File: config.mk
export PLATFORM = sky130hd
export DESIGN_NAME = nvl_cmd_front
export DESIGN_NICKNAME = d
export VERILOG_FILES = /design/src/nvl_pkg.sv /design/src/nvl_cmd_front.sv
export SDC_FILE = /design/constraint.sdc
export NUM_CORES = 1
export LEC_CHECK = 0
export BUFFER_PORTS_ARGS = -buffer_cell sky130_fd_sc_hd__buf_2
export CORE_MARGIN = 3
export CORE_UTILIZATION = 40
export CTS_CLUSTER_SIZE = 20
export DETAILED_ROUTE_END_ITERATION = 8
export GPL_TIMING_DRIVEN = 0
export PLACE_DENSITY = 0.81
export SLEW_MARGIN = 20
export SYNTH_ARGS = -nofsm -noshare
export SYNTH_HDL_FRONTEND = slang
export SYNTH_SLANG_ARGS = --single-unit
File: constraint.sdc
create_clock -name clk_sys -period 3.5 [get_ports clk_sys]
set_clock_uncertainty 0.2 [all_clocks]
set_input_delay 0.7 -clock clk_sys [delete_from_list [all_inputs] [get_ports clk_sys]]
set_output_delay 0.7 -clock clk_sys [all_outputs]
set_load 0.005 [all_outputs]
File: src/nvl_pkg.sv
// package of command codes, status codes, parameter encodings and reset values for the lock front end
package nvl_pkg;
  localparam int CMD_W = 16;
  localparam logic [15:0] CMD_LOCK_REQUEST   = 16'h8500;
  localparam logic [15:0] CMD_LOCK_STATUS    = 16'h8501;
  localparam logic [15:0] CMD_LOCK_RELEASE   = 16'h8502;
  localparam logic [15:0] CMD_BUS_CONFIG     = 16'h8503;
  localparam logic [15:0] CMD_READ           = 16'h8504;
  localparam logic [15:0] CMD_WRITE          = 16'h8505;
  localparam logic [15:0] CMD_ERASE_BLOCK    = 16'h8506;
  localparam logic [15:0] CMD_ERASE_DEVICE   = 16'h8507;
  localparam logic [15:0] CMD_QUERY_DEVICE   = 16'h8508;
  localparam logic [15:0] CMD_OP_STATUS      = 16'h8509;
  localparam logic [15:0] CMD_DEVICE_CONFIG  = 16'h850a;
  localparam logic [15:0] CMD_VALIDATE       = 16'h850d;
  localparam logic [15:0] CMD_VALIDATE_STAT  = 16'h850e;
  localparam logic [15:0] CMD_DEV_COMMAND    = 16'h850f;
  localparam logic [15:0] CMD_DEV_RESPONSE   = 16'h8510;

  // result status codes, encodings chosen locally
  localparam logic [2:0] STATUS_SUCCESS           = 3'h0;
  localparam logic [2:0] STATUS_PENDING           = 3'h1;
  localparam logic [2:0] STATUS_LOCK_ALREADY_HELD = 3'h2;
  localparam logic [2:0] STATUS_ACCESS_DENIED     = 3'h3;
  localparam logic [2:0] STATUS_UNSUPPORTED       = 3'h4;
  localparam logic [2:0] STATUS_INVALID           = 3'h5;

  // bus configuration parameter layout (48 bits, first field in the top bits)
  localparam int BUS_CFG_W        = 48;
  localparam int BUS_SPEED_LSB    = 16;
  localparam int BUS_MODE_LSB     = 8;
  localparam int BUS_READ_LSB     = 0;
  localparam logic [7:0] SPI_MODE_0 = 8'h00;
  localparam logic [7:0] SPI_MODE_3 = 8'h03;
  localparam logic [7:0] READ_STANDARD = 8'h00;
  localparam logic [7:0] READ_FAST     = 8'h01;
  localparam logic [7:0] OPCODE_STANDARD = 8'h03;
  localparam logic [7:0] OPCODE_FAST     = 8'h0b;

  // device configuration parameter layout (64 bits)
  localparam int DEV_CFG_W        = 64;
  localparam int DEV_DRIVER_LSB   = 56;
  localparam int DEV_READ_LSB     = 48;
  localparam int DEV_AWIDTH_LSB   = 40;
  localparam int DEV_SIZE_LSB     = 0;
  localparam logic [7:0] DRIVER_READ_ONLY = 8'h00;
  localparam logic [7:0] DRIVER_FLASH_RW  = 8'h01;
  localparam logic [7:0] DRIVER_EEPROM_RW = 8'h02;

  // reset values of the configuration
  localparam logic [7:0]  RST_SPI_MODE   = 8'h00;
  localparam logic [7:0]  RST_READ_MODE  = 8'h00;
  localparam logic [7:0]  RST_DRIVER     = 8'h00;
  localparam logic [7:0]  RST_AWIDTH     = 8'h03;
  localparam logic [31:0] RST_DEV_SIZE   = 32'h0000_0000;

  // command kind reported with each answer
  typedef enum logic [1:0] {KIND_SYNC, KIND_ASYNC, KIND_NONE} nvl_kind_t;
  typedef enum logic [1:0] {LK_FREE, LK_PENDING, LK_HELD} nvl_lock_t;
endpackage

File: src/nvl_cmd_front.sv
// command decoder and access lock tracker for the shared non-volatile memory
// Notes on behaviour
// memory access is granted to the host only while it holds the lock
// host must hold the lock before sending other manager commands
// 8500 requests the lock, no parameters, asynchronous; acceptance is not grant
// accepted request answers success; lock already held answers already-held
// request while an earlier one is pending answers pending
// host releases the lock when finished with the memory
// 8501 is a synchronous lock query, 8502 a synchronous release
// 8503 bus configuration and 850a device configuration are synchronous
// 8504 read, 8505 write, 8506 block erase are asynchronous
// 8507 erase, 8508 query asynchronous; 8509 operation status synchronous
// 850d validation asynchronous, 850e its status synchronous
// 850f issues device command asynchronously, 8510 returns its response
// bus config is 48 bits, starting with 32-bit speed within limits
// bus mode field accepts 0 for mode 0 and 3 for mode 3
// read mode 0 selects opcode 03, 1 selects opcode 0b
// device config is 64 bits with memory_driver_selector 0, 1 or 2
// device config holds read selector, address width bytes, reserved byte
// device config ends with 32-bit memory size in bytes
// commands needing the lock answer access denied without it
// lock query answers success once held, pending while still pending
// unknown codes answer unsupported and leave the lock alone
module nvl_cmd_front
  import nvl_pkg::*;
#(
  parameter logic [31:0] SPEED_MIN = 32'h000f_4240,  // lowest bus speed, hz
  parameter logic [31:0] SPEED_MAX = 32'h02fa_f080   // highest bus speed, hz
) (
  input  wire logic                 clk_sys,        // system clock
  input  wire logic                 rst,            // synchronous reset, high
  input  wire logic                 clkEn,          // freezes all state when low, unless rst is high
  input  wire logic                 cmdValid,       // host command strobe
  input  wire logic [CMD_W-1:0]     cmdCode,        // 16-bit command code
  input  wire logic [BUS_CFG_W-1:0] busCfgIn,       // bus config parameter
  input  wire logic [DEV_CFG_W-1:0] devCfgIn,       // device config parameter
  input  wire logic                 lockGrant,      // internal owners let go, lock granted
  output logic                      rspValid,       // answer strobe
  output logic [2:0]                rspStatus,      // result status code
  output logic [1:0]                rspKind,        // sync, async or none
  output logic                      lockHeld,       // host owns the memory
  output logic                      lockPending,    // request waiting for grant
  output logic                      lockReq,        // asks internal owners to yield
  output logic                      opStart,        // async memory operation launch
  output logic [CMD_W-1:0]          opCode,         // code of last launched operation or sync query
  output logic [31:0]               spiSpeed,       // configured bus speed
  output logic [7:0]                spiMode,        // configured bus mode
  output logic [7:0]                readOpcode,     // opcode for bus reads
  output logic [7:0]                memoryDriverSelector, // memory_driver_selector
  output logic [7:0]                devReadOpcode,  // device read opcode
  output logic [7:0]                addrWidth,      // address width in bytes
  output logic [31:0]               devSize         // device size in bytes
);

  // classifies a code; unknown codes come back as none
  function automatic nvl_kind_t kind_of(input logic [CMD_W-1:0] c);
    case (c)
      CMD_LOCK_REQUEST, CMD_READ, CMD_WRITE, CMD_ERASE_BLOCK,
      CMD_ERASE_DEVICE, CMD_QUERY_DEVICE, CMD_VALIDATE,
      CMD_DEV_COMMAND:                                  kind_of = KIND_ASYNC;
      CMD_LOCK_STATUS, CMD_LOCK_RELEASE, CMD_BUS_CONFIG,
      CMD_DEVICE_CONFIG, CMD_OP_STATUS, CMD_VALIDATE_STAT,
      CMD_DEV_RESPONSE:                                 kind_of = KIND_SYNC;
      default:                                          kind_of = KIND_NONE;
    endcase
  endfunction

  // maps the standard/fast selector to an opcode, shared by both configs
  function automatic logic [7:0] opcode_of(input logic [7:0] sel);
    opcode_of = (sel == READ_FAST) ? OPCODE_FAST : OPCODE_STANDARD;
  endfunction

  function automatic logic sel_ok(input logic [7:0] sel);
    sel_ok = (sel == READ_STANDARD) || (sel == READ_FAST);
  endfunction

  nvl_lock_t   lockState, next_lockState;
  logic        next_rspValid, next_opStart;
  logic [2:0]  next_rspStatus;
  logic [1:0]  next_rspKind;
  logic [CMD_W-1:0] next_opCode;
  logic [31:0] next_spiSpeed, next_devSize;
  logic [7:0]  next_spiMode, next_readOpcode, next_driver, next_devReadOpcode, next_addrWidth;

  // parameter fields
  logic [31:0] cfgSpeed;
  logic [7:0]  cfgMode, cfgRead, devDriver, devRead, devAwidth;
  logic [31:0] devSizeIn;
  assign cfgSpeed  = busCfgIn[BUS_SPEED_LSB +: 32];
  assign cfgMode   = busCfgIn[BUS_MODE_LSB +: 8];
  assign cfgRead   = busCfgIn[BUS_READ_LSB +: 8];
  assign devDriver = devCfgIn[DEV_DRIVER_LSB +: 8];
  assign devRead   = devCfgIn[DEV_READ_LSB +: 8];
  assign devAwidth = devCfgIn[DEV_AWIDTH_LSB +: 8];  // reserved byte sits below, ignored
  assign devSizeIn = devCfgIn[DEV_SIZE_LSB +: 32];

  logic busCfgOk, devCfgOk;
  assign busCfgOk = (cfgSpeed >= SPEED_MIN) && (cfgSpeed <= SPEED_MAX)
                    && ((cfgMode == SPI_MODE_0) || (cfgMode == SPI_MODE_3))
                    && sel_ok(cfgRead);
  assign devCfgOk = (devDriver <= DRIVER_EEPROM_RW) && sel_ok(devRead);

  // command handling; a release while pending is refused, so a grant landing with it still holds
  always_comb begin
    nvl_kind_t k;
    k = kind_of(cmdCode);
    next_lockState     = lockState;
    next_rspValid      = 1'b0;
    next_rspStatus     = rspStatus;
    next_rspKind       = rspKind;
    next_opStart       = 1'b0;
    next_opCode        = opCode;
    next_spiSpeed      = spiSpeed;
    next_spiMode       = spiMode;
    next_readOpcode    = readOpcode;
    next_driver        = memoryDriverSelector;
    next_devReadOpcode = devReadOpcode;
    next_addrWidth     = addrWidth;
    next_devSize       = devSize;
    if (lockState == LK_PENDING && lockGrant) begin
      next_lockState = LK_HELD;
    end
    if (cmdValid) begin
      next_rspValid = 1'b1;
      next_rspKind  = k;
      case (cmdCode)
        CMD_LOCK_REQUEST: begin
          case (lockState)
            LK_HELD:    next_rspStatus = STATUS_LOCK_ALREADY_HELD;
            LK_PENDING: next_rspStatus = STATUS_PENDING;
            default: begin
              next_rspStatus = STATUS_SUCCESS;  // accepted, not yet granted
              next_lockState = LK_PENDING;
            end
          endcase
        end
        CMD_LOCK_STATUS: begin
          // held answers success; pending and free both read as not complete
          next_rspStatus = (lockState == LK_HELD) ? STATUS_SUCCESS : STATUS_PENDING;
        end
        CMD_LOCK_RELEASE: begin
          if (lockState == LK_PENDING) begin
            next_rspStatus = STATUS_PENDING;
          end else begin
            next_rspStatus = STATUS_SUCCESS;
            next_lockState = LK_FREE;
          end
        end
        default: begin
          if (k == KIND_NONE) begin
            next_rspStatus = STATUS_UNSUPPORTED;
          end else if (lockState != LK_HELD) begin
            next_rspStatus = STATUS_ACCESS_DENIED;
          end else if (cmdCode == CMD_BUS_CONFIG) begin
            next_rspStatus = busCfgOk ? STATUS_SUCCESS : STATUS_INVALID;
            if (busCfgOk) begin
              next_spiSpeed   = cfgSpeed;
              next_spiMode    = cfgMode;
              next_readOpcode = opcode_of(cfgRead);
            end
          end else if (cmdCode == CMD_DEVICE_CONFIG) begin
            next_rspStatus = devCfgOk ? STATUS_SUCCESS : STATUS_INVALID;
            if (devCfgOk) begin
              next_driver        = devDriver;
              next_devReadOpcode = opcode_of(devRead);
              next_addrWidth     = devAwidth;
              next_devSize       = devSizeIn;
            end
          end else begin
            next_rspStatus = STATUS_SUCCESS;
            // async codes launch downstream; sync queries answer success here with no launch
            next_opStart   = (k == KIND_ASYNC);
            next_opCode    = cmdCode;
          end
        end
      endcase
    end
  end

  // registers; every output is a flip-flop
  always_ff @(posedge clk_sys) begin
    if (rst) begin
      lockState            <= LK_FREE;
      rspValid             <= 1'b0;
      rspStatus            <= STATUS_SUCCESS;
      rspKind              <= KIND_NONE;
      opStart              <= 1'b0;
      opCode               <= '0;
      spiSpeed             <= SPEED_MIN;
      spiMode              <= RST_SPI_MODE;
      readOpcode           <= OPCODE_STANDARD;
      memoryDriverSelector <= RST_DRIVER;
      devReadOpcode        <= OPCODE_STANDARD;
      addrWidth            <= RST_AWIDTH;
      devSize              <= RST_DEV_SIZE;
      lockHeld             <= 1'b0;
      lockPending          <= 1'b0;
      lockReq              <= 1'b0;
    end else if (clkEn) begin
      lockState            <= next_lockState;
      rspValid             <= next_rspValid;
      rspStatus            <= next_rspStatus;
      rspKind              <= next_rspKind;
      opStart              <= next_opStart;
      opCode               <= next_opCode;
      spiSpeed             <= next_spiSpeed;
      spiMode              <= next_spiMode;
      readOpcode           <= next_readOpcode;
      memoryDriverSelector <= next_driver;
      devReadOpcode        <= next_devReadOpcode;
      addrWidth            <= next_addrWidth;
      devSize              <= next_devSize;
      lockHeld             <= (next_lockState == LK_HELD);
      lockPending          <= (next_lockState == LK_PENDING);
      lockReq              <= (next_lockState != LK_FREE);
    end
  end

endmodule

==> metrics.md <==
| Metric | Value |
|---|---|
| Crit-path max cell delay | 0.59 ns |
| Slowest library cell on the worst path | nor4bb_1 |
| Crit. End Element | flip-flop |
| Final hold violations | 0 |
| Dpl hpwl | 11.0 mm |
| GRT overflow | 0 |
| Critical path class | input port to flip-flop |
| Die area | 13,600 sq um |
| Leakage | 0.00308 uW |
| Core footprint | 11,700 sq um |
| Sequential cell area fraction in the yosys report | 0.484 |
| Slew Limit Fails | 0 |
| Period minus WS final | 3.21 ns |
| Syn Area/Cell | 8.75 sq um |
| Tot Pwr | 3350 uW |
| CTS buffer count | 17 |
| DRC Markers | 0 |
| Leading cell type in the layout, fill and taps excluded | buf_2 |
| Clk_lat worst skew | 0.40 ns |
| Sequential share of power | 0.402 |
| Vias per cell | 4.86 |
| Final core occ | 0.595 |
| Reg-to-reg startpoint | lockState[1] |
| DR top layer | met5 |
| Placed insts | 951 |
| Share of layout cells above drive strength 1 | 0.350 |
| CP Max Fanout | 10 |
| Routed wire length per instance | 14.4 microns |
| Number of buffers and inverters on the critical path | 2 |
| HP Class | flip-flop to flip-flop |
| Critical-path cell list | buf_2 > nor4bb_1 > nand4b_1 > or4_1 > nor4_4 > clkbuf_1 > nand2_1 > a21oi_1 |
| Initial DRC count | 245 |
| First-pass GRT wire length | 21.0 mm |
| Vias in the first global route | 4,342 |
| Pwr dens | 484 nW/um^2 |
| Die Y | 116 microns |
| Post-synthesis register bit count | 118 |
| Die W | 116 microns |
| Synth warn | 0 |
| Non-filler instance count after layout | 983 |
| Clock Sinks | 118 |
| Root buffer cell | clkbuf_16 |
| CTS tree | built |
| Worst setup path start | cmdCode[14] |
| Top_reg_cell synth | dfxtp_1 |
| Commonest non-fill, non-tap cells in the layout | buf_2 (240), dfxtp_1 (118), nand2_1 (96) |
| Initial antenna violation count | 1 |
| CTS H-tree lvls | 4 |
| Final Worst Setup Slack | 0.288 ns |
| Unique cell type count in the Yosys netlist | 47 |
| Maxcap violations | 0 |
| Worst Path Required | 3.62 ns |
| Final wirelength | 14.2 mm |
| Setup TNS Final | 0 ns |
| First drt pass iteration count | 4 |
| Metal3 WL | 989 microns |
| Global Route Usage Sum | 0.202 |
| Syn-to-layout area delta | 42.2% |
| CTS clk-pin slew, worst paths | 0.05 ns |
| R2r setup slk | 1.15 ns |
| Fmax | 311 MHz |
| Worst slew pin tran | 0.815 ns |
| Cells after Synth | 557 |
| Final setup viols | 0 |
| Pin count of the biggest net entering global routing | 17 |
| Fraction of registers with async set/reset | 0 |
| Routed vias | 4,778 |
| I/O pin count | 263 |
| R2r endpoint | devSize[2] |
| Hold EP | devReadOpcode[3] |
| Worst IR Drop VDD | 0.307 mV |
| Outcome | finished clean |
| FF-to-FF path depth | 6 |
| DP Worst Slack | -0.498 ns |
| Sw power | 674 uW |
| Clock power share | 0.543 |
| Sequential cell area | 2360 sq um |
| Number of port buffers | 239 |
| Metal1 wirelength | 5.82 mm |
| # nets final | 963 |
| Worst path top cell family by delay | simple AND/OR/NAND/NOR gates |
| Initial core utilization | 0.418 |
| Synthesized area | 4880 sq um |
| Combinational share of power | 0.055 |
| Worst Path Arrival | 3.33 ns |
| Post-route clock period utilization | 0.918 |
| Hold wc startpoint | devReadOpcode[3] |
| Switching part of the total | 0.201 |
| Antenna-violating nets left | 0 |
| Ant diodes | 0 |
| Area occupied by multi-input gates | 2310 sq um |
| GPL Wtd Cong | 0.849 |
| Filler cell count | 1,070 |
| Max_slew headroom | 0.442 |
| Row count | 39 |
| Number of flops mapped to enable cells by yosys | 0 |
| WHS Path Cells | 2 |
| P_int | 2680 uW |
| Worst setup SP type | input port |
| Worst-case clock buffer depth | 2 |
| RSZ-0062 raised after global routing | false |
| Met2 wire length | 7.03 mm |
repair_timing:
item,CTS,global route
gates resized for setup,1,1
hold endpoints to repair,0,0
hold buffers,0,0
setup buffers,0,0
setup endpoints to repair,29,1
worst reg2reg max path, stage by stage, from the launching register on:
cell and delay, ns:
dfxtp_1 0.40, ha_1 0.25, nand3_1 0.17, nor4_4 0.57, clkbuf_1 0.39, nand2_1 0.09
a21oi_1 0.18
cell usage after synthesis, types with 2 or more instances:
cell type,instances,area [sq um]
nor2b_1,3,18.8
and2_1,16,100
a211oi_1,5,37.5
buf_4,14,105
o21ai_0,9,45.0
buf_6,3,33.8
nor2_1,41,154
or4_1,8,60.1
nand4b_1,3,26.3
nand2_1,96,360
a21o_1,2,15.0
or3_1,3,18.8
nand3b_1,3,22.5
nand4_1,6,37.5
ha_1,3,37.5
inv_1,3,11.3
o211ai_1,2,15.0
nor3b_1,16,120
a2111oi_0,2,17.5
or2_2,2,12.5
clkbuf_1,26,97.6
nor4_1,8,50.1
and3_1,2,12.5
a21oi_1,51,255
nor4b_1,4,35.0
o21bai_1,2,15.0
nor3_1,8,40.0
dfxtp_1,118,2360
mux2i_1,32,320
conb_1,2,7.51
nand2b_1,43,269
nand3_1,6,30.0
per-layer routing:
| layer | vias up | global-route usage |
|---|---|---|
| li1 | 2416 | - |
| met1 | 2161 | 0.234 |
| met2 | 175 | 0.343 |
| met3 | 24 | 0.0679 |
| met4 | 2 | 0.0820 |
| met5 | - | 0 |
kinds of logic (layout without fill, tap and decap cells):
| logic type | Yosys count | after routing | synth area share |
|---|---|---|---|
| other | 2 | 14 | 0.00154 |
| muxes | 32 | 32 | 0.0657 |
| and+or+nand+nor | 274 | 274 | 0.295 |
| DFF | 118 | 118 | 0.484 |
| AOI/OAI and AO/OA | 78 | 78 | 0.0908 |
| buffers and inverters | 49 | 320 | 0.0534 |
| xor gates and xnor gates | 1 | 1 | 0.00180 |
| adders and majority gates | 3 | 3 | 0.00770 |
how the worst max path moves through the flow:
stage	depth (start not counted)	to	slack, ns
2_1_floorplan	7	spiSpeed[10]	0.25
3_3_place_gp	8	devSize[19]	-0.49
3_5_place_dp	8	addrWidth[2]	-0.50
4_1_cts	8	devSize[19]	0.17
5_1_grt	8	addrWidth[2]	0.07
6_report	8	devSize[2]	0.29
per-stage QoR:
stage	hold WS (ns)	area [sq um]
floorplan	0.248	4920
global placement	0.235	6300
detailed placement	0.240	6300
CTS	0.247	6930
global route	0.264	6940
finish	0.244	6940
power by group through the flow:
stage,sequential [uW],clock [uW],combinational [uW]
CTS,1350,1850,184
global route,1350,1920,205
detailed placement,1380,0,182
finish,1350,1820,184
floorplan,1380,0,76.6
global placement,1380,0,181
flip-flops by register name, summed over array words and instances, names as in the netlist:
signal and cells:
lockState 2, addrWidth 8, rspStatus 3, lockPending 1, spiSpeed 32, spiMode 8, readOpcode 1, opCode 16
rspKind 2, lockReq 1, opStart 1, memoryDriverSelector 8, devReadOpcode 1, rspValid 1, devSize 32, lockHeld 1
final cells by class:
cell class / count / share of cell area
Sequential cell: 118 / 0.341
Multi-Input combinational cell: 402 / 0.333
Timing Repair Buffer: 239 / 0.172
Clock buffer: 23 / 0.0689
Buffer: 45 / 0.0354
Tap cell: 143 / 0.0258
Clock inverter: 9 / 0.0213
Inverter: 4 / 0.00216
Power figures use the tool's default switching activity.
